==> src/design/iops_pkg.sv <==
package iops_pkg;
    // ----------------------------------------------------------------
    // register map, word index on the plain register port
    // ----------------------------------------------------------------
    localparam int ADDR_W = 4;
    localparam logic [3:0] ADDR_PIN_A = 4'h0; // pin level, ports a/b/c follow
    localparam logic [3:0] ADDR_DIR_A = 4'h3; // direction, ports a/b/c follow
    localparam logic [3:0] ADDR_LAT_A = 4'h6; // output latch, ports a/b/c follow
    localparam logic [3:0] ADDR_ANS_A = 4'h9; // analog select, ports a/b/c follow
    localparam logic [3:0] ADDR_ALT_SEL0 = 4'hC;
    localparam int NUM_PORTS = 3;

    // ----------------------------------------------------------------
    // reset values
    // ----------------------------------------------------------------
    localparam logic [7:0] DIR_RST = 8'hFF; // all pins input
    localparam logic [7:0] LAT_RST = 8'h00;
    localparam logic [7:0] ANS_RST = 8'hFF; // digital input off
    localparam logic [7:0] STEER_RST = 8'h00;

    // ----------------------------------------------------------------
    // steering field positions and writable masks
    // ----------------------------------------------------------------
    localparam int SEL_RX = 7;
    localparam int SEL_SDO = 6;
    localparam int SEL_SS = 5;
    localparam int SEL_TG = 3;
    localparam int SEL_TX = 2;
    localparam logic [7:0] MASK_14 = 8'hEC;
    localparam logic [7:0] MASK_20 = 8'h8C;

    // ----------------------------------------------------------------
    // pin codes: port index in [4:3], bit in [2:0]
    // ----------------------------------------------------------------
    localparam logic [4:0] RX14_0 = 5'h15; // c5
    localparam logic [4:0] RX14_1 = 5'h01; // a1
    localparam logic [4:0] RX20_0 = 5'h0D; // b5
    localparam logic [4:0] RX20_1 = 5'h15; // c5
    localparam logic [4:0] SDO14_0 = 5'h12; // c2
    localparam logic [4:0] SDO14_1 = 5'h04; // a4
    localparam logic [4:0] SDO20 = 5'h17; // c7
    localparam logic [4:0] SS14_0 = 5'h13; // c3
    localparam logic [4:0] SS14_1 = 5'h03; // a3
    localparam logic [4:0] SS20 = 5'h16; // c6
    localparam logic [4:0] TG_0 = 5'h04; // a4
    localparam logic [4:0] TG_1 = 5'h03; // a3
    localparam logic [4:0] TX14_0 = 5'h14; // c4
    localparam logic [4:0] TX14_1 = 5'h00; // a0
    localparam logic [4:0] TX20_0 = 5'h0F; // b7
    localparam logic [4:0] TX20_1 = 5'h14; // c4
endpackage

==> src/design/iops_port_if.sv <==
`timescale 1ns/10ps
// one port's register strobes, state and pin paths
interface iops_port_if;
    logic we_dir;
    logic we_lat;
    logic we_ans;
    logic [7:0] wdata;
    logic [7:0] dir;
    logic [7:0] lat;
    logic [7:0] ans;
    logic [7:0] dig_in;
    logic [7:0] pin_in;
    logic [7:0] pin_out;
    logic [7:0] pin_oe;
    logic [7:0] ovr_en;
    logic [7:0] ovr_val;
    modport port (input we_dir, we_lat, we_ans, wdata, pin_in, ovr_en, ovr_val,
        output dir, lat, ans, dig_in, pin_out, pin_oe);
    modport ctrl (output we_dir, we_lat, we_ans, wdata, pin_in, ovr_en, ovr_val,
        input dir, lat, ans, dig_in, pin_out, pin_oe);
endinterface

==> src/design/iops_top.sv <==
`timescale 1ns/10ps
module iops_top #(
    parameter int PORT_W = 8,
    parameter bit PINS20 = 1'b0
) (
    input wire logic clk_sys,
    input wire logic resetn,
    input wire logic [3:0] reg_addr,
    input wire logic [7:0] reg_wdata,
    input wire logic reg_we,
    input wire logic reg_re,
    output logic [7:0] reg_rdata,
    input wire logic [7:0] pa_in,
    output logic [7:0] pa_out,
    output logic [7:0] pa_oe,
    input wire logic [7:0] pb_in,
    output logic [7:0] pb_out,
    output logic [7:0] pb_oe,
    input wire logic [7:0] pc_in,
    output logic [7:0] pc_out,
    output logic [7:0] pc_oe,
    input wire logic serial_receive_or_data_drive,
    input wire logic serial_receive_or_data_out,
    output logic serial_receive_or_data_in,
    input wire logic serial_transmit_or_clock_drive,
    input wire logic serial_transmit_or_clock_out,
    output logic serial_transmit_or_clock_in,
    input wire logic serial_data_out_drive,
    input wire logic serial_data_out,
    output logic slave_select_in,
    output logic timer_gate_input
);
    // ----------------------------------------------------------------
    // elaboration checks
    // ----------------------------------------------------------------
    if (PORT_W != 8) begin : g_bad_width
        $error("port width must be eight");
    end

    typedef struct packed {
        logic [7:0] steer;
        logic [7:0] rdata;
    } iops_top_st_t;

    iops_top_st_t st;
    iops_top_st_t next_st;
    logic [7:0] wr_mask;
    logic [7:0] rd_mux;
    logic [2:0][7:0] pin_in_all;
    logic [2:0][7:0] dig_all;
    logic [2:0][7:0] lat_all;
    logic [2:0][7:0] dir_all;
    logic [2:0][7:0] ans_all;
    logic [2:0][7:0] out_all;
    logic [2:0][7:0] oe_all;
    logic [23:0] ovr_en;
    logic [23:0] ovr_val;

    iops_port_if pif [iops_pkg::NUM_PORTS] ();

    assign pin_in_all = {pc_in, pb_in, pa_in};
    assign wr_mask = PINS20 ? iops_pkg::MASK_20 : iops_pkg::MASK_14;

    // ----------------------------------------------------------------
    // per-port strobes and pin wiring
    // ----------------------------------------------------------------
    for (genvar g = 0; g < iops_pkg::NUM_PORTS; g++) begin : g_port
        assign pif[g].wdata = reg_wdata;
        assign pif[g].we_dir = reg_we && reg_addr == iops_pkg::ADDR_DIR_A + 4'(g);
        assign pif[g].we_lat = reg_we && (reg_addr == iops_pkg::ADDR_LAT_A + 4'(g)
            || reg_addr == iops_pkg::ADDR_PIN_A + 4'(g));
        assign pif[g].we_ans = reg_we && reg_addr == iops_pkg::ADDR_ANS_A + 4'(g);
        assign pif[g].pin_in = pin_in_all[g];
        assign pif[g].ovr_en = ovr_en[g*8 +: 8];
        assign pif[g].ovr_val = ovr_val[g*8 +: 8];
        assign dig_all[g] = pif[g].dig_in;
        assign lat_all[g] = pif[g].lat;
        assign dir_all[g] = pif[g].dir;
        assign ans_all[g] = pif[g].ans;
        assign out_all[g] = pif[g].pin_out;
        assign oe_all[g] = pif[g].pin_oe;

        iops_port u_port (
            .clk_sys(clk_sys),
            .resetn(resetn),
            .pif(pif[g])
        );
    end

    assign pa_out = out_all[0];
    assign pb_out = out_all[1];
    assign pc_out = out_all[2];
    assign pa_oe = oe_all[0];
    assign pb_oe = oe_all[1];
    assign pc_oe = oe_all[2];

    // ----------------------------------------------------------------
    // steering of peripheral functions
    // ----------------------------------------------------------------
    iops_steer_map u_map (
        .sel(st.steer),
        .pins20(PINS20),
        .rx_drive(serial_receive_or_data_drive),
        .rx_out(serial_receive_or_data_out),
        .tx_drive(serial_transmit_or_clock_drive),
        .tx_out(serial_transmit_or_clock_out),
        .sdo_drive(serial_data_out_drive),
        .sdo_out(serial_data_out),
        .dig_in(dig_all),
        .ovr_en(ovr_en),
        .ovr_val(ovr_val),
        .rx_in(serial_receive_or_data_in),
        .tx_in(serial_transmit_or_clock_in),
        .ss_in(slave_select_in),
        .tg_in(timer_gate_input)
    );

    // ----------------------------------------------------------------
    // read select
    // ----------------------------------------------------------------
    always_comb begin
        case (reg_addr)
            iops_pkg::ADDR_PIN_A: rd_mux = dig_all[0];
            iops_pkg::ADDR_PIN_A + 4'h1: rd_mux = dig_all[1];
            iops_pkg::ADDR_PIN_A + 4'h2: rd_mux = dig_all[2];
            iops_pkg::ADDR_DIR_A: rd_mux = dir_all[0];
            iops_pkg::ADDR_DIR_A + 4'h1: rd_mux = dir_all[1];
            iops_pkg::ADDR_DIR_A + 4'h2: rd_mux = dir_all[2];
            iops_pkg::ADDR_LAT_A: rd_mux = lat_all[0];
            iops_pkg::ADDR_LAT_A + 4'h1: rd_mux = lat_all[1];
            iops_pkg::ADDR_LAT_A + 4'h2: rd_mux = lat_all[2];
            iops_pkg::ADDR_ANS_A: rd_mux = ans_all[0];
            iops_pkg::ADDR_ANS_A + 4'h1: rd_mux = ans_all[1];
            iops_pkg::ADDR_ANS_A + 4'h2: rd_mux = ans_all[2];
            iops_pkg::ADDR_ALT_SEL0: rd_mux = st.steer;
            default: rd_mux = 8'h00;
        endcase
    end

    // ----------------------------------------------------------------
    // steering register and read data
    // ----------------------------------------------------------------
    always_comb begin
        next_st = st;
        next_st.rdata = 8'h00;
        if (reg_we && reg_addr == iops_pkg::ADDR_ALT_SEL0) begin
            next_st.steer = reg_wdata & wr_mask;
        end
        if (reg_re) begin
            next_st.rdata = rd_mux;
        end
    end

    always_ff @(posedge clk_sys or negedge resetn) begin
        if (!resetn) begin
            st <= '{steer: iops_pkg::STEER_RST, rdata: 8'h00};
        end else begin
            st <= next_st;
        end
    end

    assign reg_rdata = st.rdata;
endmodule // iops_top

==> src/design/iops_port.sv <==
`timescale 1ns/10ps
module iops_port (
    input wire logic clk_sys,
    input wire logic resetn,
    iops_port_if.port pif
);
    typedef struct packed {
        logic [7:0] dir;
        logic [7:0] lat;
        logic [7:0] ans;
    } iops_port_st_t;

    iops_port_st_t st;
    iops_port_st_t next_st;

    // ----------------------------------------------------------------
    // register updates
    // ----------------------------------------------------------------
    always_comb begin
        next_st = st;
        if (pif.we_dir) begin
            next_st.dir = pif.wdata;
        end
        if (pif.we_lat) begin
            next_st.lat = pif.wdata;
        end
        if (pif.we_ans) begin
            next_st.ans = pif.wdata;
        end
    end

    always_ff @(posedge clk_sys or negedge resetn) begin
        if (!resetn) begin
            st <= '{dir: iops_pkg::DIR_RST, lat: iops_pkg::LAT_RST, ans: iops_pkg::ANS_RST};
        end else begin
            st <= next_st;
        end
    end

    // ----------------------------------------------------------------
    // pin drive and input paths
    // ----------------------------------------------------------------
    assign pif.dir = st.dir;
    assign pif.lat = st.lat;
    assign pif.ans = st.ans;
    assign pif.pin_oe = pif.ovr_en | ~st.dir;
    assign pif.pin_out = (pif.ovr_en & pif.ovr_val) | (~pif.ovr_en & st.lat);
    assign pif.dig_in = pif.pin_in & ~st.ans;
endmodule // iops_port

==> src/design/iops_steer_map.sv <==
`timescale 1ns/10ps
module iops_steer_map (
    input wire logic [7:0] sel,
    input wire logic pins20,
    input wire logic rx_drive,
    input wire logic rx_out,
    input wire logic tx_drive,
    input wire logic tx_out,
    input wire logic sdo_drive,
    input wire logic sdo_out,
    input wire logic [23:0] dig_in,
    output logic [23:0] ovr_en,
    output logic [23:0] ovr_val,
    output logic rx_in,
    output logic tx_in,
    output logic ss_in,
    output logic tg_in
);
    logic [4:0] rx_pin;
    logic [4:0] tx_pin;
    logic [4:0] sdo_pin;
    logic [4:0] ss_pin;
    logic [4:0] tg_pin;

    // ----------------------------------------------------------------
    // selected pin per function
    // ----------------------------------------------------------------
    always_comb begin
        if (pins20) begin
            rx_pin = sel[iops_pkg::SEL_RX] ? iops_pkg::RX20_1 : iops_pkg::RX20_0;
            tx_pin = sel[iops_pkg::SEL_TX] ? iops_pkg::TX20_1 : iops_pkg::TX20_0;
            sdo_pin = iops_pkg::SDO20;
            ss_pin = iops_pkg::SS20;
        end else begin
            rx_pin = sel[iops_pkg::SEL_RX] ? iops_pkg::RX14_1 : iops_pkg::RX14_0;
            tx_pin = sel[iops_pkg::SEL_TX] ? iops_pkg::TX14_1 : iops_pkg::TX14_0;
            sdo_pin = sel[iops_pkg::SEL_SDO] ? iops_pkg::SDO14_1 : iops_pkg::SDO14_0;
            ss_pin = sel[iops_pkg::SEL_SS] ? iops_pkg::SS14_1 : iops_pkg::SS14_0;
        end
        tg_pin = sel[iops_pkg::SEL_TG] ? iops_pkg::TG_1 : iops_pkg::TG_0;
    end

    // ----------------------------------------------------------------
    // overrides land only on the selected pin
    // ----------------------------------------------------------------
    for (genvar i = 0; i < 24; i++) begin : g_pin
        localparam logic [4:0] CODE = 5'(i);
        logic hit_rx;
        logic hit_tx;
        logic hit_sdo;
        assign hit_rx = rx_drive && rx_pin == CODE;
        assign hit_tx = tx_drive && tx_pin == CODE;
        assign hit_sdo = sdo_drive && sdo_pin == CODE;
        assign ovr_en[i] = hit_rx | hit_tx | hit_sdo;
        assign ovr_val[i] = hit_tx ? tx_out : (hit_rx ? rx_out : sdo_out);
    end

    // inputs taken from the selected pin
    assign rx_in = dig_in[rx_pin];
    assign tx_in = dig_in[tx_pin];
    assign ss_in = dig_in[ss_pin];
    assign tg_in = dig_in[tg_pin];
endmodule // iops_steer_map

==> config.mk <==
export PLATFORM = sky130hd
export DESIGN_NAME = iops_top
export DESIGN_NICKNAME = d
export VERILOG_FILES = /design/src/design/iops_pkg.sv /design/src/design/iops_port_if.sv /design/src/design/iops_top.sv /design/src/design/iops_port.sv /design/src/design/iops_steer_map.sv
export SDC_FILE = /design/constraint.sdc
export NUM_CORES = 1
export LEC_CHECK = 0
export BUFFER_PORTS_ARGS = -buffer_cell sky130_fd_sc_hd__buf_2
export CAP_MARGIN = 0
export CORE_ASPECT_RATIO = 0.7
export CORE_UTILIZATION = 40
export DETAILED_ROUTE_END_ITERATION = 10
export GPL_TIMING_DRIVEN = 0
export HOLD_SLACK_MARGIN = 0.05
export MAX_ROUTING_LAYER = met4
export SETUP_SLACK_MARGIN = 0.3
export SLEW_MARGIN = 25
export SYNTH_ARGS = -nofsm -noshare
export SYNTH_HDL_FRONTEND = slang
export SYNTH_SLANG_ARGS = --single-unit
==> constraint.sdc <==
create_clock -name clk_sys -period 2 [get_ports clk_sys]
set_clock_uncertainty 0.15 [all_clocks]
set_input_delay 0.4 -clock clk_sys [delete_from_list [all_inputs] [get_ports clk_sys]]
set_output_delay 0.4 -clock clk_sys [all_outputs]
set_load 0.05 [all_outputs]
==> impl_metrics.yaml, run 1 <==
run_status:
  status: "finished, final reports clean"
critical_path:
  reg2reg_depth: 5
  ff2ff_setup_slack_ns: 0.34
  reg2reg_from: "st[10]$_DFFE_PN0P_"
  cp-start-kind: "flop"
  crit_arrival_ns: 1.43
  cp_max_fo: 3
  r2r_end: "reg_rdata[2]$_DFF_PN0_"
  required_ns: 1.45
  cp-end-kind: "primary output"
  critical_path_class: "reg -> out"
timing:
  clock.fmax_mhz: 506
  rsz0062_at_grt: "yes"
  setup_viol: 0
  slew_violations: 0
  fin_crit_ns: 1.98
  slew_headroom_pct: 61.9
  hold_violations: 0
  fin_crit_sh_pct: 98.8
  worst_pin_slew_ns: 0.572
finish:
  final_core_util_pct: 56.5
  fill_cells: 1024
  drive_gt1_share_pct: 59.8
  ff_latch_area_mm2: 0.00219
  area_growth_pct: 37.0
  design_area_mm2: 0.00663
  final_cells: 744
  nets: 628
  multi_input_area_mm2: 0.00255
  num_antenna_cells: 0
place:
  place_inst: 705
  dpl-instance-area_mm2: 0.00558
  hpwl_mm: 11.2
  gp_congestion: 0.916
  portBuffers: 96
route:
  dr_total_vias: 4223
  via_per_inst: 5.68
  drc_errors: 0
  wl_per_cell_um: 22.2
  wl_mm: 16.5
  first_iter_violations: 471
  antenna_left: 0
  dr.pass1.iters: 5
synthesis:
  synthDistinctLibCells: 59
  synth_common_cells: "mux2_2, dfstp_2, dfrtp_1"
  synth-warning-count: 0
  synth_top_area_share_pct: 26.1
  ys_seq_area_share_pct: 45.2
  synth_most_common_cell: "mux2_2"
  syn-num-nets: 497
  async_reset_ff_share_pct: 100
  synth-main-ff-cell: "dfstp_2"
  synth.area.top_cells: "dfstp_2, dfrtp_1, mux2_2"
  avgSynthCellArea_um2: 10.7
  synth_edf_count: 0
  synth_top_area_cell: "dfstp_2"
  postSynthCellCount: 451
  ys_ff_latch: 85
  synth_area_mm2: 0.00484
clock_network:
  cts_buffer_depth: 2
  numCtsBuffers: 9
  clock_latency_ns: 0.34
  cts_root_buffer: "clkbuf_16"
  cts.clk_slew.worst_paths_ns: 0.06
  cts.sinks: 85
  cts_tree: "yes"
  h-tree-depth: 3
grt:
  grt_pass1_wl_mm: 24.5
  antenna_found_initial: 0
  grt.total_usage_pct: 27.7
  grt_start_max_net_pins: 70
  gr-total-overflow: 0
  grt_pass1_vias: 4051
hold_path:
  hp-start: "reg_wdata[4]"
  holdPathEnd: "g_port[1].u_port.pif.dir[4]$_DFFE_PN1P_"
  whs_path_depth: 3
  hold_class: "in -> reg"
power_and_ir_drop:
  finalPower_mw: 7.18
  leakage_nw: 2.92
  vdd_drop_max_uv: 651
  power_density_mw_per_mm2: 1080
die:
  core_area_mm2: 0.0117
  die-area_mm2: 0.0125
  ios: 106
  die_x_um: 133
  rows: 33
  start_util_pct: 41.3
  chipHeight_um: 94.0
run:
  maxCapViolations: 0
## logic make-up (layout without fill, tap and decap cells)
kind of cell | count (synthesis) | after routing | synth area share (%)
xor+xnor | 2 | 2 | 0.362
compound gates | 77 | 77 | 10.9
flops | 85 | 85 | 45.2
mux | 79 | 79 | 18.2
buf+inv | 72 | 208 | 8.10
simple gates | 136 | 136 | 17.2
## worst max path at each step
stage | start | endpoint | slack, ns
after global routing | st[15]$_DFFE_PN0P_ | pc_out[5] | 0.002
after floorplan | g_port[0].u_port.pif.ans[4]$_DFFE_PN1P_ | timer_gate_input | 0.25
after CTS | st[15]$_DFFE_PN0P_ | pc_out[5] | 0.03
after global placement | resetn | g_port[1].u_port.pif.lat[7]$_DFFE_PN0P_ | -0.35
after detailed placement | reg_addr[0] | g_port[1].u_port.pif.dir[6]$_DFFE_PN1P_ | -0.38
final | st[15]$_DFFE_PN0P_ | pc_out[5] | 0.02
## cells in the final DEF, fill, tap and decap left out, types with 5 or more instances in the layout
cell / count
clkbuf_16: 11
or3b_2: 5
buf_2: 68
a31oi_1: 8
dfstp_2: 48
clkbuf_1: 6
nand3b_1: 9
buf_6: 23
mux2_2: 63
buf_8: 9
a21oi_1: 6
o21ai_0: 19
mux2i_1: 6
clkbuf_2: 5
nand2_1: 33
and3_1: 6
nand2b_1: 7
buf_4: 50
dfrtp_1: 35
nor2_1: 10
inv_1: 22
mux2_4: 7
a32o_1: 5
nand2b_4: 7
## registers in the layout, summed over array words and instances, names as in the netlist
name                   cells
g_port.u_port.pif.lat     24
g_port.u_port.pif.ans     24
reg_rdata                  8
g_port.u_port.pif.dir     24
st                         5
## where the power goes
| part | internal, mW | switching (mW) | leakage (nW) |
|---|---|---|---|
| logic | 1.16 | 1.73 | 1.81 |
| registers | 2.29 | 0.343 | 0.958 |
| clock network | 0.993 | 0.665 | 0.149 |
| total | 4.44 | 2.74 | 2.92 |
## final cells by class
type / count / share of cell area (%)
sequential: 85 / 33.0
clock inverter: 5 / 0.755
tap: 157 / 2.96
inverter: 22 / 1.25
buffer: 50 / 5.74
timing repair buffer: 120 / 14.2
clock buffer: 11 / 3.66
multi-input combinational: 294 / 38.4
## layer usage
layer  global-route usage (%)  routed length, um
met3                     7.34               1620
met2                     38.6               7080
met1                     39.4               7580
met5                        -                  0
met4                     7.20                231
## per-stage QoR
step           hold WS [ns]  worst slack, ns  TNS (ns)
2_1_floorplan       -0.0456            0.245         0
3_3_place_gp          0.342           -0.352    -27.95
3_5_place_dp         0.0974           -0.375    -16.46
4_1_cts               0.212           0.0320         0
5_1_grt               0.244          0.00192         0
6_report              0.226           0.0241         0
## critical path, stage by stage, from the launching register on
cell and delay, ns:
dfrtp_2 0.45, nor2b_2 0.16, mux2_4 0.32, buf_8 0.15
## repair_timing
action | in CTS | in global routing
hold buffers | 1 | 0
pin swaps | 7 | 10
resized for setup | 79 | 84
setup buffers | 15 | 5
endpoints found under the hold margin | 16 | 0
cloned | 0 | 2
setup endpoints to repair | 83 | 66
No activity file was read; power rests on OpenSTA's default activity.
==> run 2: changes to the inputs <==
--- a/config.mk
+++ b/config.mk
@@ -10,2 +10,3 @@
 export CORE_ASPECT_RATIO = 0.7
+export CORE_MARGIN = 2
 export CORE_UTILIZATION = 40
--- a/constraint.sdc
+++ b/constraint.sdc
@@ -4,2 +4,2 @@
 set_output_delay 0.4 -clock clk_sys [all_outputs]
-set_load 0.05 [all_outputs]
+set_load 0.01 [all_outputs]
==> run 2 against run 1 <==
Final cell count unchanged. Worst setup slack better by 0.044 ns. Die area up 3.7%. Largest power group is now registers. Via count down 0.64%. Sequential power about the same. Worst hold slack worse by 0.022 ns. Clock power down 4%. Critical path type unchanged. Critical path depth unchanged.
==> impl_metrics.yaml, run 2 (same netlist as run 1, synthesis figures left out) <==
finish:
  final_common_cell: "buf_2"
  final_core_util_pct: 55.0
  final_cells: 744
  area_growth_pct: 33.8
  drive_gt1_share_pct: 60.1
  layout_common_cells: "buf_2, mux2_2, dfstp_2, buf_4, dfrtp_1"
  nets: 628
  num_antenna_cells: 0
critical_path:
  cp-end-kind: "primary output"
  reg2reg_from: "st[14]$_DFFE_PN0P_"
  reg2reg_depth: 5
  crit_arrival_ns: 1.38
  required_ns: 1.45
  cp_max_fo: 3
  critical_path_class: "reg -> out"
  r2r_end: "reg_rdata[6]$_DFF_PN0_"
  ff2ff_setup_slack_ns: 0.32
  cp-start-kind: "flop"
timing:
  setup_viol: 0
  setup_tns_ns: 0
  fin_crit_ns: 1.93
  rsz0062_at_grt: "yes"
  worst_pin_slew_ns: 0.615
  slew_headroom_pct: 59.0
  fin_crit_sh_pct: 96.6
  hold_violations: 0
  clock.fmax_mhz: 518
  slew_violations: 0
grt:
  grt.total_usage_pct: 25.6
  grt_start_max_net_pins: 46
  gr-total-overflow: 0
  antenna_found_initial: 0
  met1_usage_pct: 36.7
  grt_pass1_wl_mm: 23.7
  busiest_layer: "met2"
  use_met2_pct: 36.9
  grt_use_met3_pct: 5.74
  grt_pass1_vias: 4048
power_and_ir_drop:
  p_int_mw: 4.23
  pwr-share-comb_pct: 30.2
  net-switching-power_mw: 1.83
  power_frac_seq_pct: 43.3
  p_clk_share_pct: 26.4
  sw_frac_of_total_pct: 30.2
  leakage_nw: 2.85
  power_density_mw_per_mm2: 937
  vdd_drop_max_uv: 551
place:
  hpwl_mm: 11.4
  gp_congestion: 0.925
  portBuffers: 96
  place_inst: 705
route:
  dr.pass1.iters: 5
  wl_per_cell_um: 21.7
  drc_errors: 0
  antenna_left: 0
  via_per_inst: 5.64
  wl_mm: 16.2
  dr_total_vias: 4196
  first_iter_violations: 372
run_status:
  status: "finished, final reports clean"
clock_network:
  numCtsBuffers: 9
  cts_buffer_depth: 2
  cts_root_buffer: "clkbuf_16"
  h-tree-depth: 3
  cts.sinks: 85
  clock_latency_ns: 0.34
  cts_tree: "yes"
  cts.clk_slew.worst_paths_ns: 0.06
hold_path:
  holdPathEnd: "g_port[1].u_port.pif.dir[4]$_DFFE_PN1P_"
  hold_class: "in -> reg"
  hp-start: "reg_wdata[4]"
  whs_path_depth: 3
die:
  rows: 33
  die-area_mm2: 0.0130
  core_area_mm2: 0.0118
  start_util_pct: 41.1
  chipHeight_um: 96.0
  ios: 106
  die_x_um: 135
run:
  maxCapViolations: 0
## run 2: cell types whose count changed in the layout (fill, tap and decap cells not counted), moves of 3 or more
cell | previous run | this run
buf_8 | 9 | 1
clkinv_2 | 4 | 1
buf_6 | 23 | 17
buf_4 | 50 | 40
buf_2 | 68 | 93
## run 2: routing by layer
| metal | up-vias | share of wire, % |
|---|---|---|
| li1 | 1865 | - |
| met1 | 2072 | 45 |
| met2 | 225 | 43 |
| met3 | 34 | 9.8 |
| met4 | 0 | 1.9 |
| met5 | - | 0 |
## run 2: worst max-delay path by stage
stage                                   from                                      end  slack (ns)  cells past startpoint
after floorplan                  reg_addr[3]                   reg_rdata[0]$_DFF_PN0_        0.29                      5
after CTS                 st[14]$_DFFE_PN0P_                                pc_out[2]        0.09                      3
after global routing      st[10]$_DFFE_PN0P_                                pc_out[4]        0.05                      3
after detailed placement         reg_addr[0]  g_port[1].u_port.pif.dir[5]$_DFFE_PN1P_       -0.39                      7
final                     st[10]$_DFFE_PN0P_                                pc_out[4]        0.07                      3
after global placement                resetn                   reg_rdata[7]$_DFF_PN0_       -0.35                      1
## run 2: worst max-delay path: stages (launching register included)
cell and delay [ns]:
dfrtp_1 0.43, nor2b_2 0.18, mux2_4 0.32, buf_6 0.12
## run 2: final cells by class
| cell class | instances | area [um^2] |
|---|---|---|
| buffer | 50 | 392 |
| clock buffer | 15 | 278 |
| clock inverter | 1 | 5.00 |
| fill | 1058 | 5300 |
| inverter | 22 | 82.6 |
| multi-input combinational | 294 | 2530 |
| sequential | 85 | 2190 |
| tap | 157 | 196 |
| timing repair buffer | 120 | 798 |
## run 2: power by group through the flow
stage	clock (mW)	combinational [mW]	sequential (mW)
2_1_floorplan	0	0.984	2.53
5_1_grt	1.70	1.98	2.68
3_5_place_dp	0	1.53	2.63
4_1_cts	1.63	1.73	2.61
3_3_place_gp	0	1.49	2.62
6_report	1.60	1.83	2.63
## run 2: repair_timing
| action | 4_1_cts | 5_1_grt |
|---|---|---|
| setup endpoints to repair | 87 | 54 |
| hold buffers | 1 | 0 |
| endpoints found under the hold margin | 17 | 0 |
| pin swaps | 7 | 12 |
| resized for setup | 55 | 54 |
| gates cloned | 0 | 2 |
| buffers inserted | 16 | 4 |
## run 2: through the flow
stage / setup slack [ns] / power, mW / area [um^2] / hold slack, ns
detailed placement: -0.387 / 4.16 / 5560 / 0.189
floorplan: 0.289 / 3.51 / 4850 / -0.0456
global placement: -0.347 / 4.11 / 5530 / 0.343
finish: 0.0678 / 6.06 / 6470 / 0.204
global route: 0.0460 / 6.36 / 6470 / 0.239
CTS: 0.0878 / 5.97 / 6200 / 0.200
